==> config.mk <==
export PLATFORM = sky130hd
export DESIGN_NAME = spr_mixer
export DESIGN_NICKNAME = d
export VERILOG_FILES = /design/src/rtl/spr_pkg.sv /design/src/rtl/spr_gen.sv /design/src/rtl/spr_mixer.sv /design/src/rtl/spr_skid.sv
export SDC_FILE = /design/constraint.sdc
export NUM_CORES = 2
export LEC_CHECK = 0
export BUFFER_PORTS_ARGS = -buffer_cell sky130_fd_sc_hd__buf_2
export CAP_MARGIN = 30
export CORE_MARGIN = 4
export CORE_UTILIZATION = 50
export CTS_CLUSTER_DIAMETER = 80
export DETAILED_ROUTE_END_ITERATION = 8
export GPL_TIMING_DRIVEN = 0
export PLACE_DENSITY = 0.75
export SYNTH_ARGS = -nofsm -noshare
export SYNTH_HDL_FRONTEND = slang
export SYNTH_SLANG_ARGS = --single-unit
export TNS_END_PERCENT = 5
==> constraint.sdc <==
create_clock -name clk_sys -period 3.25 [get_ports clk_sys]
set_clock_uncertainty 0.05 [all_clocks]
set_input_delay 0.65 -clock clk_sys [delete_from_list [all_inputs] [get_ports clk_sys]]
set_output_delay 0.65 -clock clk_sys [all_outputs]
set_load 0.05 [all_outputs]
==> src/rtl/spr_pkg.sv <==
// Shared types and constants for the stereo pair remedy mixer.
// Assumes one sample clock domain; samples are signed two's complement.
package spr_pkg;

    // ************************************************************
    // Widths and remedy codes
    // ************************************************************
    localparam int SAMPLE_W = 24;
    localparam int SRC_W    = 13;

    typedef enum logic [1:0] {
        SPR_NORMAL = 2'b00,
        SPR_SWAP   = 2'b01,
        SPR_SUM    = 2'b10,
        SPR_DIFF   = 2'b11
    } spr_remedy_e;

    // ************************************************************
    // Reserved generator source numbers
    // ************************************************************
    localparam logic [12:0] SRC_SILENCE   = 13'h1001;
    localparam logic [12:0] SRC_SWEEP     = 13'h1002;
    localparam logic [12:0] SRC_TONE_100  = 13'h1003;
    localparam logic [12:0] SRC_TONE_1K   = 13'h1004;
    localparam logic [12:0] SRC_TONE_10K  = 13'h1005;
    localparam logic [12:0] SRC_TONE_DIP  = 13'h1006;
    localparam logic [12:0] SRC_WHITE_1   = 13'h1007;
    localparam logic [12:0] SRC_WHITE_2   = 13'h1008;
    localparam logic [12:0] SRC_PINK_1    = 13'h1009;
    localparam logic [12:0] SRC_PINK_2    = 13'h100a;

    // ************************************************************
    // Generator timing at a 48 kHz sample rate
    // ************************************************************
    localparam logic [31:0] PH_100  = 32'h0088_8889;  // 100 Hz phase step
    localparam logic [31:0] PH_1K   = 32'h0555_5555;  // 1 kHz phase step
    localparam logic [31:0] PH_10K  = 32'h3555_5555;  // 10 kHz phase step
    localparam logic [31:0] PH_SWEEP_STEP = 32'h0000_0100;
    localparam logic [31:0] LFSR1_SEED = 32'hace1_2468;
    localparam logic [31:0] LFSR2_SEED = 32'h1357_bdf9;
    localparam logic [31:0] LFSR_TAPS  = 32'h8020_0003;
    localparam logic [2:0]  DIP_BIT    = 3'h7;       // Dip when phase MSB and bit 24 both set
    localparam int          DIP_SHIFT  = 3;          // Dip depth as a right shift
    localparam int          PINK_SHIFT = 4;          // Pink filter leak as a shift

    // ************************************************************
    // Output buffer occupancy
    // ************************************************************
    localparam logic [1:0]  BUF_FULL   = 2'h2;

    // ************************************************************
    // Carrier of one stereo pair
    // ************************************************************
    typedef struct packed {
        logic signed [SAMPLE_W-1:0] left;
        logic signed [SAMPLE_W-1:0] right;
    } spr_pair_s;

endpackage

==> src/rtl/spr_gen.sv <==
// Internal test signal generator, one new word per sample strobe.
// Assumes the strobe marks sample boundaries of the audio stream.
`timescale 1ns/10ps
module spr_gen #(
    parameter int W = 24
) (
    input  wire logic                clk_sys,
    input  wire logic                rst_n,
    input  wire logic                smp_tick,
    input  wire logic [12:0]         src_sel,
    output logic signed [W-1:0]      gen_word,
    output logic                     gen_hit
);
    logic [31:0] ph100_r, ph1k_r, ph10k_r, phsw_r, swinc_r;
    logic [31:0] lf1_r, lf2_r;
    logic signed [W-1:0] pk1_r, pk2_r;

    // ************************************************************
    // Phase accumulators, noise shift registers
    // ************************************************************
    always_ff @(posedge clk_sys or negedge rst_n) begin
        if (!rst_n) begin
            ph100_r <= 32'h0;
            ph1k_r  <= 32'h0;
            ph10k_r <= 32'h0;
            phsw_r  <= 32'h0;
            swinc_r <= 32'h0;
            lf1_r   <= spr_pkg::LFSR1_SEED;
            lf2_r   <= spr_pkg::LFSR2_SEED;
            pk1_r   <= '0;
            pk2_r   <= '0;
        end else if (smp_tick) begin
            ph100_r <= ph100_r + spr_pkg::PH_100;
            ph1k_r  <= ph1k_r + spr_pkg::PH_1K;
            ph10k_r <= ph10k_r + spr_pkg::PH_10K;
            swinc_r <= swinc_r + spr_pkg::PH_SWEEP_STEP;
            phsw_r  <= phsw_r + swinc_r;
            lf1_r   <= {lf1_r[30:0], 1'b0} ^ (lf1_r[31] ? spr_pkg::LFSR_TAPS : 32'h0);
            lf2_r   <= {lf2_r[30:0], 1'b0} ^ (lf2_r[31] ? spr_pkg::LFSR_TAPS : 32'h0);
            // Leaky one-pole low-pass as pink approximation
            pk1_r   <= pk1_r - (pk1_r >>> spr_pkg::PINK_SHIFT)
                       + ($signed(lf1_r[W-1:0]) >>> spr_pkg::PINK_SHIFT);
            pk2_r   <= pk2_r - (pk2_r >>> spr_pkg::PINK_SHIFT)
                       + ($signed(lf2_r[W-1:0]) >>> spr_pkg::PINK_SHIFT);
        end
    end

    // Square tones from phase MSB
    function automatic logic signed [W-1:0] sq(input logic b);
        sq = b ? {1'b1, {(W-1){1'b0}}} + 1'b1 : {1'b0, {(W-1){1'b1}}};
    endfunction

    wire dip = ph100_r[31 - spr_pkg::DIP_BIT[2:0]] && ph100_r[31];

    always_comb begin
        gen_hit  = 1'b1;
        unique case (src_sel)
            spr_pkg::SRC_SILENCE:  gen_word = '0;
            spr_pkg::SRC_SWEEP:    gen_word = sq(phsw_r[31]);
            spr_pkg::SRC_TONE_100: gen_word = sq(ph100_r[31]);
            spr_pkg::SRC_TONE_1K:  gen_word = sq(ph1k_r[31]);
            spr_pkg::SRC_TONE_10K: gen_word = sq(ph10k_r[31]);
            spr_pkg::SRC_TONE_DIP: gen_word = dip ? sq(ph1k_r[31]) >>> spr_pkg::DIP_SHIFT
                                                  : sq(ph1k_r[31]);
            spr_pkg::SRC_WHITE_1:  gen_word = $signed(lf1_r[W-1:0]);
            spr_pkg::SRC_WHITE_2:  gen_word = $signed(lf2_r[W-1:0]);
            spr_pkg::SRC_PINK_1:   gen_word = pk1_r;
            spr_pkg::SRC_PINK_2:   gen_word = pk2_r;
            default: begin
                gen_word = '0;
                gen_hit  = 1'b0;
            end
        endcase
    end
endmodule

==> src/rtl/spr_mixer.sv <==
// Stereo pair remedy mixer: remedies for one adjacent pair, plus
// generator sources and a two-entry output buffer toward the matrix.
// Assumes input and matrix streams share clk_sys; samples signed.
`timescale 1ns/10ps
module spr_mixer #(
    parameter int W = spr_pkg::SAMPLE_W
) (
    input  wire logic                  clk_sys,
    input  wire logic                  rst_n,
    input  wire spr_pkg::spr_pair_s    in_pair,
    input  wire logic                  in_valid,
    output logic                       in_ready,
    input  wire spr_pkg::spr_remedy_e  rem_left,
    input  wire spr_pkg::spr_remedy_e  rem_right,
    input  wire logic [12:0]           src_left,
    input  wire logic [12:0]           src_right,
    output spr_pkg::spr_pair_s         out_pair,
    output logic                       out_valid,
    input  wire logic                  out_ready
);
    // ************************************************************
    // Remedy latch on sample boundary
    // ************************************************************
    spr_pkg::spr_remedy_e rem_l_r, rem_r_r;
    wire take = in_valid && in_ready;

    // settings taken only with a sample
    always_ff @(posedge clk_sys or negedge rst_n) begin
        if (!rst_n) begin
            rem_l_r <= spr_pkg::SPR_NORMAL;
            rem_r_r <= spr_pkg::SPR_NORMAL;
        end else if (take) begin
            rem_l_r <= rem_left;
            rem_r_r <= rem_right;
        end
    end
    wire spr_pkg::spr_remedy_e rl = take ? rem_left : rem_l_r;
    wire spr_pkg::spr_remedy_e rr = take ? rem_right : rem_r_r;

    // ************************************************************
    // Pair arithmetic
    // ************************************************************
    // left is first, right is second, pair only
    wire signed [W-1:0] lft = in_pair.left;
    wire signed [W-1:0] rgt = in_pair.right;
    wire signed [W:0]   sum_w = {lft[W-1], lft} + {rgt[W-1], rgt};
    wire signed [W:0]   dif_w = {lft[W-1], lft} - {rgt[W-1], rgt};
    // halving; range of W+1 halved always fits W bits
    wire signed [W-1:0] sum_h = sum_w[W:1];
    wire signed [W-1:0] dif_h = dif_w[W:1];

    function automatic logic signed [W-1:0] pick(
        input spr_pkg::spr_remedy_e r,
        input logic signed [W-1:0] own,
        input logic signed [W-1:0] mate,
        input logic signed [W-1:0] s,
        input logic signed [W-1:0] d);
        unique case (r)
            spr_pkg::SPR_NORMAL: pick = own;
            spr_pkg::SPR_SWAP:   pick = mate;
            spr_pkg::SPR_SUM:    pick = s;
            spr_pkg::SPR_DIFF:   pick = d;
        endcase
    endfunction

    wire signed [W-1:0] rem_lo = pick(rl, lft, rgt, sum_h, dif_h);
    wire signed [W-1:0] rem_ro = pick(rr, rgt, lft, sum_h, dif_h);

    // ************************************************************
    // Generator substitution per channel
    // ************************************************************
    logic signed [W-1:0] gw_l, gw_r;
    logic                gh_l, gh_r;

    spr_gen #(.W(W)) u_gen_l (
        .clk_sys  (clk_sys),
        .rst_n    (rst_n),
        .smp_tick (take),
        .src_sel  (src_left),
        .gen_word (gw_l),
        .gen_hit  (gh_l)
    );
    spr_gen #(.W(W)) u_gen_r (
        .clk_sys  (clk_sys),
        .rst_n    (rst_n),
        .smp_tick (take),
        .src_sel  (src_right),
        .gen_word (gw_r),
        .gen_hit  (gh_r)
    );

    spr_pkg::spr_pair_s mix_pair;
    assign mix_pair.left  = gh_l ? gw_l : rem_lo;
    assign mix_pair.right = gh_r ? gw_r : rem_ro;

    // ************************************************************
    // Output register and buffer
    // ************************************************************
    spr_pkg::spr_pair_s stage_r;
    logic               stage_v_r;
    logic               buf_rdy;
    spr_pkg::spr_pair_s buf_d;
    logic               buf_v;
    spr_pkg::spr_pair_s out_pair_r;
    logic               out_valid_r;
    wire                out_load = !out_valid_r || out_ready;

    // ************************************************************
    // Input ready from a flop
    // ************************************************************
    logic [1:0] fill_r;
    logic [1:0] fill_nxt;
    logic       in_ready_r;
    logic       in_ready_nxt;
    wire        stage_v_nxt = in_ready_r ? in_valid : stage_v_r;
    wire        buf_push    = stage_v_r && buf_rdy;
    wire        buf_pop     = buf_v && out_load;

    // mirror buffer fill, predict next ready
    assign fill_nxt     = fill_r + {1'b0, buf_push} - {1'b0, buf_pop};
    assign in_ready_nxt = !stage_v_nxt || (fill_nxt != spr_pkg::BUF_FULL);

    // Ready register, open during reset
    always_ff @(posedge clk_sys or negedge rst_n) begin
        if (!rst_n) begin
            fill_r     <= 2'h0;
            in_ready_r <= 1'b1;
        end else begin
            fill_r     <= fill_nxt;
            in_ready_r <= in_ready_nxt;
        end
    end

    // Accept when stage empty or draining
    assign in_ready = in_ready_r;

    // Pipeline stage
    always_ff @(posedge clk_sys or negedge rst_n) begin
        if (!rst_n) begin
            stage_r   <= '0;
            stage_v_r <= 1'b0;
        end else if (in_ready) begin
            stage_r   <= mix_pair;
            stage_v_r <= in_valid;
        end
    end

    spr_skid #(.W(2*W)) u_buf (
        .clk_sys   (clk_sys),
        .rst_n     (rst_n),
        .in_data   (stage_r),
        .in_valid  (stage_v_r),
        .in_ready  (buf_rdy),
        .out_data  (buf_d),
        .out_valid (buf_v),
        .out_ready (out_load)
    );

    // Registered output toward matrix
    always_ff @(posedge clk_sys or negedge rst_n) begin
        if (!rst_n) begin
            out_pair_r  <= '0;
            out_valid_r <= 1'b0;
        end else if (out_load) begin
            out_pair_r  <= buf_d;
            out_valid_r <= buf_v;
        end
    end
    assign out_pair  = out_pair_r;
    assign out_valid = out_valid_r;

    // ************************************************************
    // Checks
    // ************************************************************
    // Floor halves built from halved operands, apart from the adder path
    wire signed [W-1:0] chk_sum = (lft >>> 1) + (rgt >>> 1) + $signed({1'b0, lft[0] & rgt[0]});
    wire signed [W-1:0] chk_dif = (lft >>> 1) - (rgt >>> 1) - $signed({1'b0, ~lft[0] & rgt[0]});

    a_normal_pass: assert property (@(posedge clk_sys) disable iff (!rst_n)
        (take && rem_left == spr_pkg::SPR_NORMAL && !gh_l) |=> stage_r.left == $past(lft))
        else $error("normal left not passed");
    a_swap_mate: assert property (@(posedge clk_sys) disable iff (!rst_n)
        (take && rem_left == spr_pkg::SPR_SWAP && !gh_l) |=> stage_r.left == $past(rgt))
        else $error("swap left wrong");
    a_swap_cross: assert property (@(posedge clk_sys) disable iff (!rst_n)
        (take && rem_left == spr_pkg::SPR_SWAP && rem_right == spr_pkg::SPR_SWAP
         && !gh_l && !gh_r)
        |=> stage_r.left == $past(rgt) && stage_r.right == $past(lft))
        else $error("pair not crossed");
    a_swap_one: assert property (@(posedge clk_sys) disable iff (!rst_n)
        (take && rem_left == spr_pkg::SPR_SWAP && rem_right == spr_pkg::SPR_NORMAL
         && !gh_l && !gh_r) |=> stage_r.left == stage_r.right)
        else $error("one-sided swap mismatch");
    a_sum_half: assert property (@(posedge clk_sys) disable iff (!rst_n)
        (take && rem_right == spr_pkg::SPR_SUM && !gh_r)
        |=> stage_r.right == $past(chk_sum))
        else $error("sum wrong");
    a_sum_both: assert property (@(posedge clk_sys) disable iff (!rst_n)
        (take && rem_left == spr_pkg::SPR_SUM && rem_right == spr_pkg::SPR_SUM
         && !gh_l && !gh_r) |=> stage_r.left == stage_r.right)
        else $error("sum outputs differ");
    a_diff_order: assert property (@(posedge clk_sys) disable iff (!rst_n)
        (take && rem_right == spr_pkg::SPR_DIFF && !gh_r)
        |=> stage_r.right == $past(chk_dif))
        else $error("difference wrong");
    a_partner_kept: assert property (@(posedge clk_sys) disable iff (!rst_n)
        (take && rem_left == spr_pkg::SPR_DIFF && rem_right == spr_pkg::SPR_NORMAL
         && !gh_r) |=> stage_r.right == $past(rgt))
        else $error("partner altered");
    a_gen_silence: assert property (@(posedge clk_sys) disable iff (!rst_n)
        (take && src_left == spr_pkg::SRC_SILENCE) |=> stage_r.left == '0)
        else $error("silence not zero");
    a_no_drop: assert property (@(posedge clk_sys) disable iff (!rst_n)
        (out_valid && !out_ready) |=> out_valid && $stable(out_pair))
        else $error("output word dropped");
    a_diff_left: assert property (@(posedge clk_sys) disable iff (!rst_n)
        (take && rem_left == spr_pkg::SPR_DIFF && !gh_l)
        |=> stage_r.left == $past(chk_dif))
        else $error("left difference wrong");
    a_sum_left: assert property (@(posedge clk_sys) disable iff (!rst_n)
        (take && rem_left == spr_pkg::SPR_SUM && !gh_l)
        |=> stage_r.left == $past(chk_sum))
        else $error("left sum wrong");
    a_normal_right: assert property (@(posedge clk_sys) disable iff (!rst_n)
        (take && rem_right == spr_pkg::SPR_NORMAL && !gh_r)
        |=> stage_r.right == $past(rgt))
        else $error("normal right not passed");
    a_swap_right: assert property (@(posedge clk_sys) disable iff (!rst_n)
        (take && rem_right == spr_pkg::SPR_SWAP && !gh_r)
        |=> stage_r.right == $past(lft))
        else $error("swap right wrong");
    a_sum_partner: assert property (@(posedge clk_sys) disable iff (!rst_n)
        (take && rem_left == spr_pkg::SPR_SUM && rem_right == spr_pkg::SPR_NORMAL
         && !gh_r) |=> stage_r.right == $past(rgt))
        else $error("partner altered by sum");
    a_ready_mirror: assert property (@(posedge clk_sys) disable iff (!rst_n)
        in_ready == (!stage_v_r || buf_rdy))
        else $error("ready flop out of step");

    c_swap_both: cover property (@(posedge clk_sys)
        take && rem_left == spr_pkg::SPR_SWAP && rem_right == spr_pkg::SPR_SWAP);
    c_sum_one: cover property (@(posedge clk_sys) take && rem_left == spr_pkg::SPR_SUM);
    c_gen_noise: cover property (@(posedge clk_sys) take && src_right == spr_pkg::SRC_PINK_2);
    c_stall: cover property (@(posedge clk_sys) out_valid && !out_ready ##1 !in_ready);
    c_diff_right: cover property (@(posedge clk_sys) take && rem_right == spr_pkg::SPR_DIFF);
endmodule

==> src/rtl/spr_skid.sv <==
// Two-entry buffer with valid and ready on both sides.
// Assumes a single clock and an active-low asynchronous reset.
`timescale 1ns/10ps
module spr_skid #(
    parameter int W = 48
) (
    input  wire logic         clk_sys,
    input  wire logic         rst_n,
    input  wire logic [W-1:0] in_data,
    input  wire logic         in_valid,
    output logic              in_ready,
    output logic [W-1:0]      out_data,
    output logic              out_valid,
    input  wire logic         out_ready
);
    logic [W-1:0] mem_r [2];
    logic         wp_r;
    logic         rp_r;
    logic [1:0]   cnt_r;
    wire          push = in_valid && in_ready;
    wire          pop  = out_valid && out_ready;

    // ************************************************************
    // Flags and head
    // ************************************************************
    assign in_ready  = (cnt_r != 2'h2);
    assign out_valid = (cnt_r != 2'h0);
    assign out_data  = mem_r[rp_r];

    // Pointers and occupancy
    always_ff @(posedge clk_sys or negedge rst_n) begin
        if (!rst_n) begin
            wp_r  <= 1'b0;
            rp_r  <= 1'b0;
            cnt_r <= 2'h0;
        end else begin
            if (push) wp_r <= ~wp_r;
            if (pop)  rp_r <= ~rp_r;
            cnt_r <= cnt_r + {1'b0, push} - {1'b0, pop};
        end
    end

    // Storage
    always_ff @(posedge clk_sys) begin
        if (push) mem_r[wp_r] <= in_data;
    end

    a_skid_no_overflow: assert property (@(posedge clk_sys) disable iff (!rst_n)
        cnt_r <= 2'h2) else $error("buffer over two entries");
endmodule

==> impl_metrics.toml <==
[sta]
finalSetupViolCount = 40
rsz0062_at_grt = "true"
slew_headroom = 0.244
period_share = 1.16
hold_viol_final = 0
slew_viol_final = 0
tightest_slew_ns = 1.13
max_freq_mhz = 266
fin_crit_ns = 3.77
finalWorstSetupSlack_ns = -0.516

[final_layout]
nNetsFinal = 5190
postLayoutCellArea_sq_mm = 0.0491
n_fill_cell = 7159
multi_input_area_sq_mm = 0.0226
drive_gt1_frac = 0.125
syn_to_final_growth_pct = 15.2
regArea_sq_mm = 0.0185

[logic_synthesis]
synth_cell_types = 83
syn_area_per_cell_sq_um = 9.38
synth_area_leaders = "dfrtp_1, edfxtp_1, ha_1"
synth_top_area_share = 0.326
yosys_warnings = 0
yosysTopAreaCell = "dfrtp_1"
synthCells = 4542
synth_seq_cells = 717
synth_most_common_cell = "nand2_1"
synthesis.nets = 4922
seq_area_frac_synth = 0.435
synth_edf_count = 96
yosys_most_used_dff = "dfrtp_1"
async_reset_ff_frac = 0.866
yosys-top-cells-count = "nand2_1, dfrtp_1, o21ai_0"
synth_area_sq_mm = 0.0426

[detailed_routing]
drtIter0Drc = 3607
num_vias = 35200
ant_nets = 0
drt-total-wl_mm = 123
via_per_inst = 5.85
wl_per_cell_um = 20.4
firstDrtPassIters = 9
drc = 0

[clocking]
clk_path_buf_depth = 3
htree_levels = 3
cts_buffers = 78
root_buffer = "clkbuf_16"
cts_sinks = 717
clk_latency_ns = 0.64
cts_tree = "done"
cts.clk_slew.worst_paths_ns = 0.07

[floorplan]
dieWidth_um = 300
dieArea_sq_mm = 0.0899
die_h_um = 300
core_sq_mm = 0.0841
io_pins = 132
rows = 106
start_util = 0.506

[placed_design]
gp_congestion = 1.00
pre_cts_ws_ns = -1.15
dp_hpwl_mm = 89.9
dpl_cell_area_sq_mm = 0.0451
port-buffer-count = 130

[outcome]
status = "complete, but fails checks"
failed_checks = "negative setup slack"

[flow_run]
maxCapViolations = 0

[hold_path]
worstHoldEndpoint = "stage_r[18]"
holdPathStages = 3
hold_path_class = "input port to flip-flop"
min_from = "in_pair[18]"

[global_routing]
antenna_found_initial = 6
grt_pass1_wl_mm = 191
grt_usage = 0.267
grt-ovfl-total = 0
grt_start_max_net_pins = 120
grt_pass1_vias = 34100

[critical_path]
r2r_cells = 14
critPathArrivalTime_ns = 4.20
path_max_fanout = 3
r2r_end = "u_gen_l.pk2_r[23]"
rrSetupSlack_ns = -0.52
cp.required_ns = 3.69
crit_type = "flip-flop to flip-flop"
critPathLaunchType = "flip-flop"
endpoint_kind = "flip-flop"
r2r-start = "u_gen_l.lf2_r[5]"

[power]
p_leak_nw = 22.3
p_per_area_mw_per_mm2 = 1300
ir_worst_vdd_mv = 0.671
## layout make-up
class                   count  share of cell area
diodes                      1           0.0000510
plain buffers             177              0.0146
clock buffers             115              0.0472
clock inverters            31             0.00926
inverters                 447              0.0345
multi-input cells        3200               0.461
flip-flops and latches    717               0.377
well taps                1134              0.0289
repair buffers            189              0.0267
## stage by stage
| step | hold WS (ns) | util | cells | setup TNS (ns) | power (mW) |
|---|---|---|---|---|---|
| floorplan | 0.304 | - | 4542 | -3.41 | 41.0 |
| global placement | 0.390 | 0.532 | 5806 | -7698.33 | 47.8 |
| detailed placement | 0.398 | 0.536 | 5825 | -322.62 | 49.0 |
| CTS | 0.309 | 0.577 | 5990 | -10.24 | 61.2 |
| global route | 0.330 | 0.584 | 6011 | -13.63 | 68.5 |
| finish | 0.323 | 0.584 | 6011 | -7.54 | 63.8 |
## where the power goes
group          internal, mW  switching, mW  total [mW]
clock                  5.70           3.86        9.56
sequential             13.7           4.16        17.8
combinational          15.6           20.7        36.4
total                  35.0           28.7        63.8
## how the worst max path moves through the flow
stage | to | depth (start not counted) | start
after floorplan | u_gen_r.pk2_r[23] | 14 | u_gen_r.lf2_r[5]
after CTS | u_gen_l.pk2_r[23] | 14 | u_gen_l.lf2_r[5]
after global routing | u_gen_l.pk2_r[23] | 14 | u_gen_l.lf2_r[5]
after global placement | u_gen_r.pk2_r[15] | 1 | rst_n
final | u_gen_l.pk2_r[23] | 14 | u_gen_l.lf2_r[5]
after detailed placement | stage_r[22] | 14 | in_pair[2]
## routing by layer
metal  vias up  share of wire  track usage
li1      16100              -            -
met1     17200           0.41        0.360
met2      1529           0.45        0.420
met3       331          0.087       0.0549
met4         4          0.049        0.117
met5         -        0.00022            0
## registers in the layout, summed over array words and instances, names as in the netlist, 32 cells and up
signal,cells
u_gen_l.lf1_r,32
u_gen_r.ph100_r,32
u_gen_r.ph1k_r,32
u_gen_l.ph100_r,32
u_gen_r.lf2_r,32
u_gen_l.ph1k_r,32
stage_r,48
u_gen_r.lf1_r,32
u_gen_l.lf2_r,32
out_pair,48
u_gen_r.ph10k_r,32
u_gen_l.ph10k_r,32
u_buf.mem_r,96
## logic make-up (layout without fill, tap and decap cells)
logic type / Yosys count / in the layout / synth area share
fa+ha+maj: 298 / 298 / 0.104
mux: 73 / 73 / 0.0191
compound gates: 1162 / 1162 / 0.172
simple gates: 1263 / 1263 / 0.132
other cells: 0 / 1 / 0
xor+xnor: 404 / 404 / 0.0831
buf+inv: 625 / 959 / 0.0552
flops: 717 / 717 / 0.435
## placed cells by master, fill, tap and decap left out, drive strengths merged, types with 33 or more instances in the layout
cell    Yosys  routed
buf        24     213
o21ai     453     453
dfrtp     554     554
nor2      250     250
fa         96      96
and3       40      40
a21oi     216     216
xnor2     211     211
nand2     630     630
mux2i      61      61
nor3       44      44
ha        202     202
inv       446     448
a21o       85      85
a211oi     33      33
o21a       43      43
o21bai     40      40
clkbuf    154     267
nand3     106     106
nand2b     40      40
dfstp      67      67
edfxtp     96      96
a31oi      36      36
xor2      193     193
## repair_timing
action,CTS,global route
endpoints found under the setup margin,499,153
buffers inserted,19,20
hold endpoints to repair,63,0
hold buffers,1,0
resized for setup,102,141
pin swaps,43,61
## critical path, cell delays in order (launching register included)
cell	delay [ns]
dfstp_2	0.54
inv_2	0.04
fa_1	0.54
inv_2	0.06
ha_4	0.22
a211oi_4	0.22
nor2_2	0.07
o31a_1	0.32
a21o_1	0.23
a221oi_4	0.35
o21a_1	0.20
o2111ai_2	0.18
o41ai_2	0.30
xnor2_1	0.18
o21ai_1	0.08
No activity file was read; power rests on OpenSTA's default activity.
